--- src/nexh_pkg.sv ---
package nexh_pkg;
	// Exception class positions in flag and mask words
	localparam int EXC_INVALID = 0;
	localparam int EXC_ZERODIV = 1;
	localparam int EXC_DENORM = 2;
	localparam int EXC_OVERFLOW = 3;
	localparam int EXC_UNDERFLOW = 4;
	localparam int EXC_INEXACT = 5;
	localparam int EXC_COUNT = 6;
	localparam logic [5:0] FLAGS_RESET = 6'h00;
	localparam logic [5:0] MASK_RESET = 6'h3F;
	// Condition code positions
	localparam int CC_ZERO = 0;
	localparam int CC_ONE = 1;
	localparam int CC_TWO = 2;
	localparam int CC_THREE = 3;
	localparam logic [3:0] CC_UNORDERED = 4'hD;
	localparam logic [3:0] CC_RESET = 4'h0;
	// Special values, extended real: sign, exponent 15, significand 64
	localparam logic [79:0] QNAN_INDEFINITE = 80'hFFFF_C000_0000_0000_0000;
	localparam logic [79:0] NEG_INFINITY = 80'hFFFF_8000_0000_0000_0000;
	localparam logic [79:0] POS_INFINITY = 80'h7FFF_8000_0000_0000_0000;
	localparam logic [63:0] INTEGER_INDEFINITE = 64'h8000_0000_0000_0000;
	// Sign 1, seven ones, two digits of ones; low digits left zero
	localparam logic [79:0] DECIMAL_INDEFINITE = 80'hFFFF_0000_0000_0000_0000;
	localparam logic [79:0] VALUE_RESET = 80'h0;

	typedef enum logic [4:0] {
		NEXH_NONE = 5'h00,
		NEXH_DIVIDE = 5'h01,
		NEXH_LOG = 5'h02,
		NEXH_SPLIT = 5'h03,
		NEXH_REMAINDER = 5'h04,
		NEXH_TRIG = 5'h05,
		NEXH_COMPARE = 5'h06,
		NEXH_INT_STORE = 5'h07,
		NEXH_DEC_STORE = 5'h08,
		NEXH_EXCHANGE = 5'h09,
		NEXH_ARITH = 5'h0A
	} nexh_op_t;

	// One instruction's reported conditions from the datapath
	typedef struct packed {
		logic valid;
		nexh_op_t op;
		logic stack_overflow;
		logic stack_underflow;
		logic invalid_operand;
		logic signalling_nan;
		logic zero_divide;
		logic denormal;
		logic overflow;
		logic underflow;
		logic inexact;
		logic sign_a;
		logic sign_b;
		logic [79:0] nan_quieted;
		logic head_empty;
		logic second_empty;
	} nexh_event_t;

	// Software side of the status and control words
	typedef struct packed {
		logic clear_exceptions_op;
		logic reinit;
		logic restore_state_op;
		logic [5:0] restore_flags;
		logic restore_sf;
		logic [3:0] restore_cc;
		logic mask_write;
		logic [5:0] mask_value;
	} nexh_ctrl_t;

	// Fix-up results returned to the datapath
	typedef struct packed {
		logic valid;
		logic commit;
		logic write_head;
		logic [79:0] head_value;
		logic write_second;
		logic [79:0] second_value;
		logic write_memory;
		logic [79:0] memory_value;
		logic exchange;
	} nexh_result_t;
endpackage : nexh_pkg

--- src/nexh_handler.sv ---
`timescale 1ns/1ps
// Contract
// - Six exception classes each own a flag bit and a mask bit.
// - Masked exception applies its default result and computation continues.
// - Unmasked exception drives the error request toward the host.
// - Masked responses continue, so one instruction may set several flags.
// - Flags sticky; cleared only by clear, reinit, or restore overwrite.
// - Stack fault flag is 1 for stack faults, 0 for bad operands.
// - Condition code one is 1 for overflow, 0 for underflow.
// - Masked stack fault writes quiet-NaN indefinite to destination.
// - Unmasked stack fault signals host, keeps head index and sources.
// - Unmasked invalid arithmetic signals host and modifies no operand.
// - Listed invalid arithmetic cases return quiet-NaN indefinite when masked.
// - Signalling NaN operand raises invalid; masked result is a quiet NaN.
// - NaN in compare or test raises invalid; masked sets unordered codes.
// - Bad remainder or infinite trig argument returns indefinite, sets code two.
// - Bad integer store raises invalid; masked stores integer indefinite.
// - Bad decimal store raises invalid; masked stores decimal indefinite.
// - Exchange with empty register raises invalid; masked fills indefinite, exchanges.
// - Finite nonzero divided by zero raises divide-by-zero, also log and split.
// - Masked zero divide in divide or log returns infinity, sign xor.
// - Masked zero divide in split: second minus infinity, head signed zero.
// - Unmasked zero divide signals host and leaves operands unchanged.
// - Classes: invalid, divide-by-zero, denormal, overflow, underflow, inexact.
// - Decimal indefinite: sign 1, seven ones, two digits of ones.
module nexh_handler
(
	input wire logic i_sys_clk,
	input wire logic i_srst,
	input wire nexh_pkg::nexh_event_t i_event,
	input wire nexh_pkg::nexh_ctrl_t i_ctrl,
	output nexh_pkg::nexh_result_t o_result,
	output logic [5:0] o_flags,
	output logic [5:0] o_mask,
	output logic o_stack_fault_flag,
	output logic [3:0] o_cc,
	output logic o_error_req
);
	import nexh_pkg::*;

	typedef struct packed {
		logic [5:0] flags;
		logic [5:0] mask;
		logic sf;
		logic [3:0] cc;
		logic err;
		nexh_result_t res;
	} nexh_state_t;

	nexh_state_t state_reg;
	nexh_state_t state_next;
	logic [5:0] raised;
	logic stack_fault;
	logic inv_arith;
	logic inv_masked;
	logic zd_masked;
	logic [5:0] flags_after;
	logic [5:0] mask_after;
	logic zd_sign;

	always_comb
	begin
		nexh_event_t e;
		e = i_event;
		stack_fault = e.valid && (e.stack_overflow || e.stack_underflow);
		inv_arith = e.valid && (e.invalid_operand || e.signalling_nan);
		raised = '0;
		// Every class is recorded; masked ones do not abort the instruction
		raised[EXC_INVALID] = stack_fault || inv_arith;
		raised[EXC_ZERODIV] = e.valid && e.zero_divide;
		raised[EXC_DENORM] = e.valid && e.denormal;
		raised[EXC_OVERFLOW] = e.valid && e.overflow;
		raised[EXC_UNDERFLOW] = e.valid && e.underflow;
		raised[EXC_INEXACT] = e.valid && e.inexact;
		zd_sign = e.sign_a ^ e.sign_b;

		state_next = state_reg;
		state_next.res = '0;
		mask_after = i_ctrl.mask_write ? i_ctrl.mask_value : state_reg.mask;

		// Clears act first so a same-cycle event is never lost
		flags_after = state_reg.flags;
		if (i_ctrl.reinit)
		begin
			flags_after = FLAGS_RESET;
			mask_after = MASK_RESET;
			state_next.sf = 1'b0;
			state_next.cc = CC_RESET;
		end
		else if (i_ctrl.restore_state_op)
		begin
			flags_after = i_ctrl.restore_flags;
			state_next.sf = i_ctrl.restore_sf;
			state_next.cc = i_ctrl.restore_cc;
		end
		else if (i_ctrl.clear_exceptions_op)
		begin
			flags_after = FLAGS_RESET;
			state_next.sf = 1'b0;
		end
		flags_after = flags_after | raised;
		state_next.flags = flags_after;
		state_next.mask = mask_after;
		// Taken after reinit so trap choice matches the mask that is stored
		inv_masked = mask_after[EXC_INVALID];
		zd_masked = mask_after[EXC_ZERODIV];

		if (stack_fault)
		begin
			state_next.sf = 1'b1;
			state_next.cc[CC_ONE] = e.stack_overflow;
		end
		else if (inv_arith)
			state_next.sf = 1'b0;

		if (e.valid)
		begin
			state_next.res.valid = 1'b1;
			state_next.res.commit = 1'b1;
			if (raised[EXC_INVALID] && !inv_masked)
				// Operands and head index stay untouched for the trap handler
				state_next.res.commit = 1'b0;
			else if (raised[EXC_ZERODIV] && !zd_masked)
				state_next.res.commit = 1'b0;
			else if (stack_fault)
			begin
				state_next.res.write_head = 1'b1;
				state_next.res.head_value = QNAN_INDEFINITE;
			end
			else if (inv_arith)
			begin
				unique case (e.op)
					NEXH_COMPARE:
						state_next.cc = CC_UNORDERED;
					NEXH_INT_STORE:
					begin
						state_next.res.write_memory = 1'b1;
						state_next.res.memory_value = {16'h0000, INTEGER_INDEFINITE};
					end
					NEXH_DEC_STORE:
					begin
						state_next.res.write_memory = 1'b1;
						state_next.res.memory_value = DECIMAL_INDEFINITE;
					end
					NEXH_EXCHANGE:
					begin
						state_next.res.exchange = 1'b1;
						state_next.res.write_head = e.head_empty;
						state_next.res.head_value = QNAN_INDEFINITE;
						state_next.res.write_second = e.second_empty;
						state_next.res.second_value = QNAN_INDEFINITE;
					end
					NEXH_REMAINDER, NEXH_TRIG:
					begin
						state_next.res.write_head = 1'b1;
						state_next.res.head_value = QNAN_INDEFINITE;
						state_next.cc[CC_TWO] = 1'b1;
					end
					default:
					begin
						state_next.res.write_head = 1'b1;
						if (e.signalling_nan)
							state_next.res.head_value = e.nan_quieted;
						else
							state_next.res.head_value = QNAN_INDEFINITE;
					end
				endcase
			end
			else if (raised[EXC_ZERODIV])
			begin
				state_next.res.write_head = 1'b1;
				if (e.op == NEXH_SPLIT)
				begin
					state_next.res.write_second = 1'b1;
					state_next.res.second_value = NEG_INFINITY;
					state_next.res.head_value = {e.sign_a, 79'h0};
				end
				else
					state_next.res.head_value = zd_sign ? NEG_INFINITY : POS_INFINITY;
			end
		end

		// Level follows unmasked sticky flags; host samples at its own pace
		state_next.err = |(flags_after & ~mask_after);
	end

	always_ff @(posedge i_sys_clk)
	begin
		if (i_srst)
		begin
			state_reg <= '0;
			state_reg.mask <= MASK_RESET;
			state_reg.flags <= FLAGS_RESET;
		end
		else
			state_reg <= state_next;
	end

	assign o_result = state_reg.res;
	assign o_flags = state_reg.flags;
	assign o_mask = state_reg.mask;
	assign o_stack_fault_flag = state_reg.sf;
	assign o_cc = state_reg.cc;
	assign o_error_req = state_reg.err;
endmodule : nexh_handler

--- config.mk ---
export PLATFORM = sky130hd
export DESIGN_NAME = nexh_handler
export DESIGN_NICKNAME = d
export VERILOG_FILES = /design/src/nexh_pkg.sv /design/src/nexh_handler.sv
export SDC_FILE = /design/constraint.sdc
export NUM_CORES = 1
export LEC_CHECK = 0
export BUFFER_PORTS_ARGS = -buffer_cell sky130_fd_sc_hd__buf_4
export CORE_AREA = 2 2 148 150
export CTS_CLUSTER_SIZE = 25
export DETAILED_ROUTE_END_ITERATION = 10
export DIE_AREA = 0 0 150 152
export PLACE_DENSITY = 0.63
export SLEW_MARGIN = 5
export SYNTH_ARGS = -nofsm -noshare
export SYNTH_HDL_FRONTEND = slang
export SYNTH_SLANG_ARGS = --single-unit
--- constraint.sdc ---
create_clock -name i_sys_clk -period 2.5 [get_ports i_sys_clk]
set_input_delay 0.125 -clock i_sys_clk [delete_from_list [all_inputs] [get_ports i_sys_clk]]
set_output_delay 0.125 -clock i_sys_clk [all_outputs]
set_load 0.05 [all_outputs]
**Word-level counts from Yosys, hierarchy flattened**

Cells that the tools add are included.

- Logic and storage cells: 89
- Memories: 0
- RAM bits: 0
- Bits of input ports: 122
- Output and inout port bits: 264
- Bits in latches: 0
- Register bits after elaboration: 264
- ROM bits: 0

- Bitwise gates (word level): 6
- Eq/ne operators: 7
- Order comparisons: 0
- Shift operators: 0
- $add $sub $neg: 0
- Reductions and logical operators: 23
- Mux-type cells: 38
- Div/mod/pow operators: 0
- Multipliers: 0

Operators with widths:

| operator | count |
|---|---|
| two-way mux 244 bit | 2 |
| two-way mux 162 bit | 2 |
| two-way mux 246 bit | 1 |
| two-way mux 81 bit | 3 |
| one-hot mux 81 bit (3 select lines) | 1 |
| two-way mux 80 bit | 3 |
| two-way mux 163 bit | 1 |
| one-hot mux 81 bit (2 select lines) | 1 |
| two-way mux 82 bit | 1 |
| two-way mux 6 bit | 5 |
| two-way mux 4 bit | 6 |
| == test 5 x 3 -> 1 bit, second input constant | 4 |
| OR reduction 6 bit | 2 |
| == test 5 x 4 -> 1 bit, second input constant | 2 |
| two-way mux 1 bit | 10 |
| logical AND 1 bit | 9 |
| OR reduction 3 bit | 3 |
| bitwise AND 6 bit | 1 |
| inverter 6 bit | 1 |
| OR 6 bit | 1 |
| == test 5 x 2 -> 1 bit, second input constant | 1 |
| two-way mux 5 bit | 1 |
| nonzero test 5 bit | 1 |
| OR reduction 5 bit | 1 |
| 7 further kinds | 11 |

**Longest topological paths before layout**

- Depth after elaboration: 10
- Depth in mapped cells: 7
- Gate-level depth less buffers: 5

**Worst setup path after synthesis**

OpenSTA, ideal clock, no wires.

- Path type: register to register
- Start point: reg state_reg, in the netlist o_mask[0]
- End point: reg state_reg, in the netlist o_result[163]
- Library setup time: 0.059 ns
- Cell stages (with the launch flop): 7
- Path slack: 0.411 ns
- Buffers on the path: 1
- Required time: 2.441 ns
- Period minus slack after synthesis: 2.089 ns
- Arrival: 2.031 ns
- Cell sequence: dfxtp_1 > nor2b_1 > a211oi_1 > a221o_1 > nor4_4 > clkbuf_2 > and2_1

- Cells in the longest elaborated chain, start to end: 5

RTL lines:

| item | line | RTL |
|---|---|---|
| start: declaration | nexh_handler.sv:50 | `nexh_state_t state_reg;` |
| start signal: assignment | nexh_handler.sv:196 | `state_reg <= state_next;` |
| two-way mux 6 bit | nexh_handler.sv:79 | `mask_after = i_ctrl.mask_write ? i_ctrl.mask_value : state_reg.mask;` |
| two-way mux 6 bit | nexh_handler.sv:83 | `if (i_ctrl.reinit)` |
| logical NOT 1 bit | nexh_handler.sv:120 | `if (raised[EXC_INVALID] && !inv_masked)` |
| logical AND 1 bit | nexh_handler.sv:120 |  |
| OR reduction 5 bit (no line) | -- |  |

Every way passes these cells.
A chain may end at the register's enable or synchronous reset.

**Worst setup path after layout**

- Start point: in i_event[92] (netlist name)
- End point: reg state_reg, in the netlist o_result[189]

- Cells in the longest elaborated chain, start to end: 5

RTL lines:

| item | line | RTL |
|---|---|---|
| start: declaration | nexh_handler.sv:30 | `input wire nexh_pkg::nexh_event_t i_event,` |
| logical OR 1 bit * | nexh_handler.sv:65 | `stack_fault = e.valid && (e.stack_overflow \|\| e.stack_underflow);` |
| logical AND 1 bit * | nexh_handler.sv:65 |  |
| logical OR 1 bit | nexh_handler.sv:69 | `raised[EXC_INVALID] = stack_fault \|\| inv_arith;` |
| logical AND 1 bit | nexh_handler.sv:120 |  |
| OR reduction 5 bit (no line) * | -- |  |

Mark *: on every way between the ends. The rest lies on a longest branch, timed or not.

==> metrics.md <==
| Metric | Value |
|---|---|
| Skew final | `about 12 ps` |
| I/O pins | `around 390` |
| Arrival time at the worst endpoint | `roughly 2600 ps` |
| Seq/Total Area, Yosys | `44.06%` |
| EDFF count, synth | `0` |
| CTS Sinks | `about 110` |
| Vias per Instance | `~3.8` |
| Reg clk slew, reported paths | `80 ps` |
| Gpl congestion | `~0.75` |
| Outcome | `finished clean` |
| Top sig layer | `met4` |
| Root buffer cell | `clkbuf_16` |
| RSZ-0062 raised after global routing | `false` |
| Hold WS | `between 20 and 25 ps` |
| Setup TNS Final | `0 ps` |
| Ys Warns | `0` |
| Post-CTS Resized | `0` |
| Wl on met1 | `between 5 and 6 mm` |
| Inst Count DP | `between 1,000 and 1,500` |
| Synth top area share | `44.06%` |
| Area growth from synthesis to layout | `52.29%` |
| All-layer global routing usage | `between 10% and 20%` |
| Max Root-Sink Buffers | `2` |
| First-pass DRT Iterations | `6` |
| Horiz. Die Dim | `about 150 um` |
| Slowest CP cell | `dlygate4sd3_1` |
| Final hold violations | `0` |
| Max IR drop VDD | `approximately 0.38 mV` |
| Hold Crit Class | `input pin to register` |
| CP Class | `input pin to register` |
| H-tree Lvls | `3` |
| Worst Max-Slew Pin Slew | `609.8 ps` |
| Starting density of the core | `22.98%` |
| FF+latch count, synth | `between 100 and 150` |
| Largest net degree at the start of global routing | `63` |
| CP endpoint | `o_result[189]$_SDFF_PP0_` |
| Max Cap Viol | `0` |
| Metal2 WL | `7.439 mm` |
| Worst Min Path Start | `i_ctrl[17]` |
| R2r setup slk | `580 ps` |
| Cell count after synthesis | `537` |
| Leakage | `~3.7 nW` |
| DIE HEIGHT | `between 150 and 200 um` |
| Routed wire length | `~15 mm` |
| Worst path cell trace | `dlygate4sd3_1, buf_4, or2_1, o31a_1, a221o_1, nor4_4, buf_12, and2_1` |
| Period Utilization, post-route | `90.44%` |
| DRC errors left | `0` |
| Core footprint | `about 21,000 um2` |
| Vias in the first global route | `3,974` |
| Slew HR | `between 50% and 60%` |
| First-pass GRT wire length | `~22 mm` |
| F_max | `around 0.44 GHz` |
| Finished Core Util | `a little over a third` |
| CP Data Required Time | `2790 ps` |
| Synth Area per Inst | `9.138 um2` |
| Num rows | `54` |
| Hold depth | `3` |
| Non-Filler Instances | `about 1,100` |
| CTS buffer count | `9` |
| Crit path max fanout | `62` |
| Cells on worst reg2reg path | `7` |
| DRT antenna net count | `0` |
| Minimum clock period after layout | `approximately 2300 ps` |
| Top post-synthesis cells by area | `dfxtp_1 (44%), buf_4 (24%), and2_1 (8.0%)` |
| Startpoint Class | `input pin` |
| Crit path launch | `i_event[92]` |
| Post-synth ARST share | `0%` |
| Critical path capture point type | `register` |
| DPL Wire Length | `10.76 mm` |
| Largest area contributor in the netlist | `dfxtp_1` |
| Buffers on Ports | `260` |
| TritonCTS clock tree | `yes` |
| Final instance area | `~7500 um2` |
| Slew Limit Fails | `0` |
| Synth cell types | `43` |
| Final setup vio count | `0` |
| Final nets | `952` |
| Crit Reg-Reg Endpoint | `o_result[189]$_SDFF_PP0_` |
| Initial antenna violation count | `0` |
| Worst R2R Start | `o_mask[0]$_SDFF_PP1_` |
| Ratio of cells with drive above 1 in the final layout | `between 30% and 40%` |
| DR iter-0 viols | `~150` |
| Total grt overflow | `0` |
| Critical path's largest stage delay | `540 ps` |
| Antenna cells | `0` |
| Skew-Pair Late Insertion Delay | `~350 ps` |
| Ys flop type | `dfxtp_1` |
| DP Area | `between 6000 and 7000 um2` |
| Wire per inst | `13.25 um` |
| PD cells | `about 570 nW/um2` |
| Full die area | `around 23,000 um2` |
| Vias | `4,275` |
| Met3 WL | `1.187 mm` |
| Post-Syn Area | `~5000 um2` |
[placed cells by master (no fill, tap or decap), drive strengths merged, types with 2 or more instances in the layout]
cell,netlist,final
a2111o,4,4
a2111oi,5,5
a211oi,5,5
a21oi,40,40
a221oi,4,4
a222oi,3,3
a31oi,4,4
and2,63,63
buf,158,272
clkbuf,25,10
clkinv,0,4
conb,1,125
dfxtp,108,108
dlygate4sd3,0,69
inv,21,22
mux2i,4,4
nand2,6,6
nand2b,7,7
nand3,4,4
nor2,15,15
nor2b,9,9
nor3,9,9
nor3b,2,2
nor4,4,4
o21ai,20,20
o31ai,2,2
or2,2,2
[metrics by stage]
stage	setup slack, ps	power, mW
6_report	239.1	4.276
5_1_grt	101.7	4.467
4_1_cts	249.1	4.348
3_5_place_dp	425.8	2.778
3_3_place_gp	489.3	2.774
2_1_floorplan	410.6	2.658
[flip-flops by register name, summed over array words and instances, names as in the netlist]
name	count
o_stack_fault_flag	1
o_result	90
o_cc	4
o_flags	6
o_mask	6
o_error_req	1
[layer usage]
metal / track usage [%] / vias up
met5: 0 / -
li1: - / 2067
met2: 21.74 / 242
met1: 14.81 / 1949
met4: 3.863 / 0
met3: 3.303 / 17
[logic make-up after synthesis]
family,count (synthesis),synth area share [%]
buffers and inverters,204,27.87
AND/OR/NAND/NOR,126,15.12
flip-flops,108,44.06
AO/OA/AOI/OAI,93,11.88
multiplexers,4,0.8159
XOR/XNOR,1,0.1785
other,1,0.07642
[timing repair]
item	CTS	global route
endpoints found under the hold margin	70	0
setup buffers	0	0
hold buffers	69	0
[power by group]
group          total [mW]  internal, mW  switching [mW]
combinational        1.06         0.308           0.751
sequential           1.77          1.76          0.0148
clock                1.44         0.700           0.743
total                4.28          2.77            1.51
[critical path: cells and delay by family]
kind	cells	cell delay [ps]
and+or+nand+nor	3	730
buffers and inverters	3	930
AOI/OAI and AO/OA	2	730
[cell type report]
class / count / area [um2]
fillers: 2179 / 13880
repair buffers: 341 / 2745
flip-flops and latches: 108 / 2162
multi-input cells: 349 / 1847
well taps: 280 / 350.3
clock buffers: 10 / 229.0
inverters: 21 / 78.83
clock inverters: 6 / 61.31
[worst min path at each step]
stage and endpoint:
2_1_floorplan o_result[163]$_SDFF_PP0_, 3_3_place_gp o_result[185]$_SDFF_PP0_, 3_5_place_dp o_result[172]$_SDFF_PP0_, 4_1_cts o_flags[5]$_SDFF_PP0_, 5_1_grt o_flags[5]$_SDFF_PP0_, 6_report o_flags[5]$_SDFF_PP0_
[cells in the mapped netlist (2+ instances only)]
library cell,instances
a222oi_1,3
o21ai_0,19
nor3b_1,2
a21oi_1,40
a31oi_1,4
a2111o_1,4
nor2b_1,9
nand2b_1,7
and2_1,63
dfxtp_1,108
a2111oi_0,5
clkbuf_1,19
nand2_1,6
o31ai_1,2
a221oi_1,4
inv_1,21
buf_4,156
nor2_1,15
clkbuf_2,6
nor4_1,3
nand3_1,4
mux2i_1,4
nor3_1,9
a211oi_1,5
No activity file was read; power rests on OpenSTA's default activity.
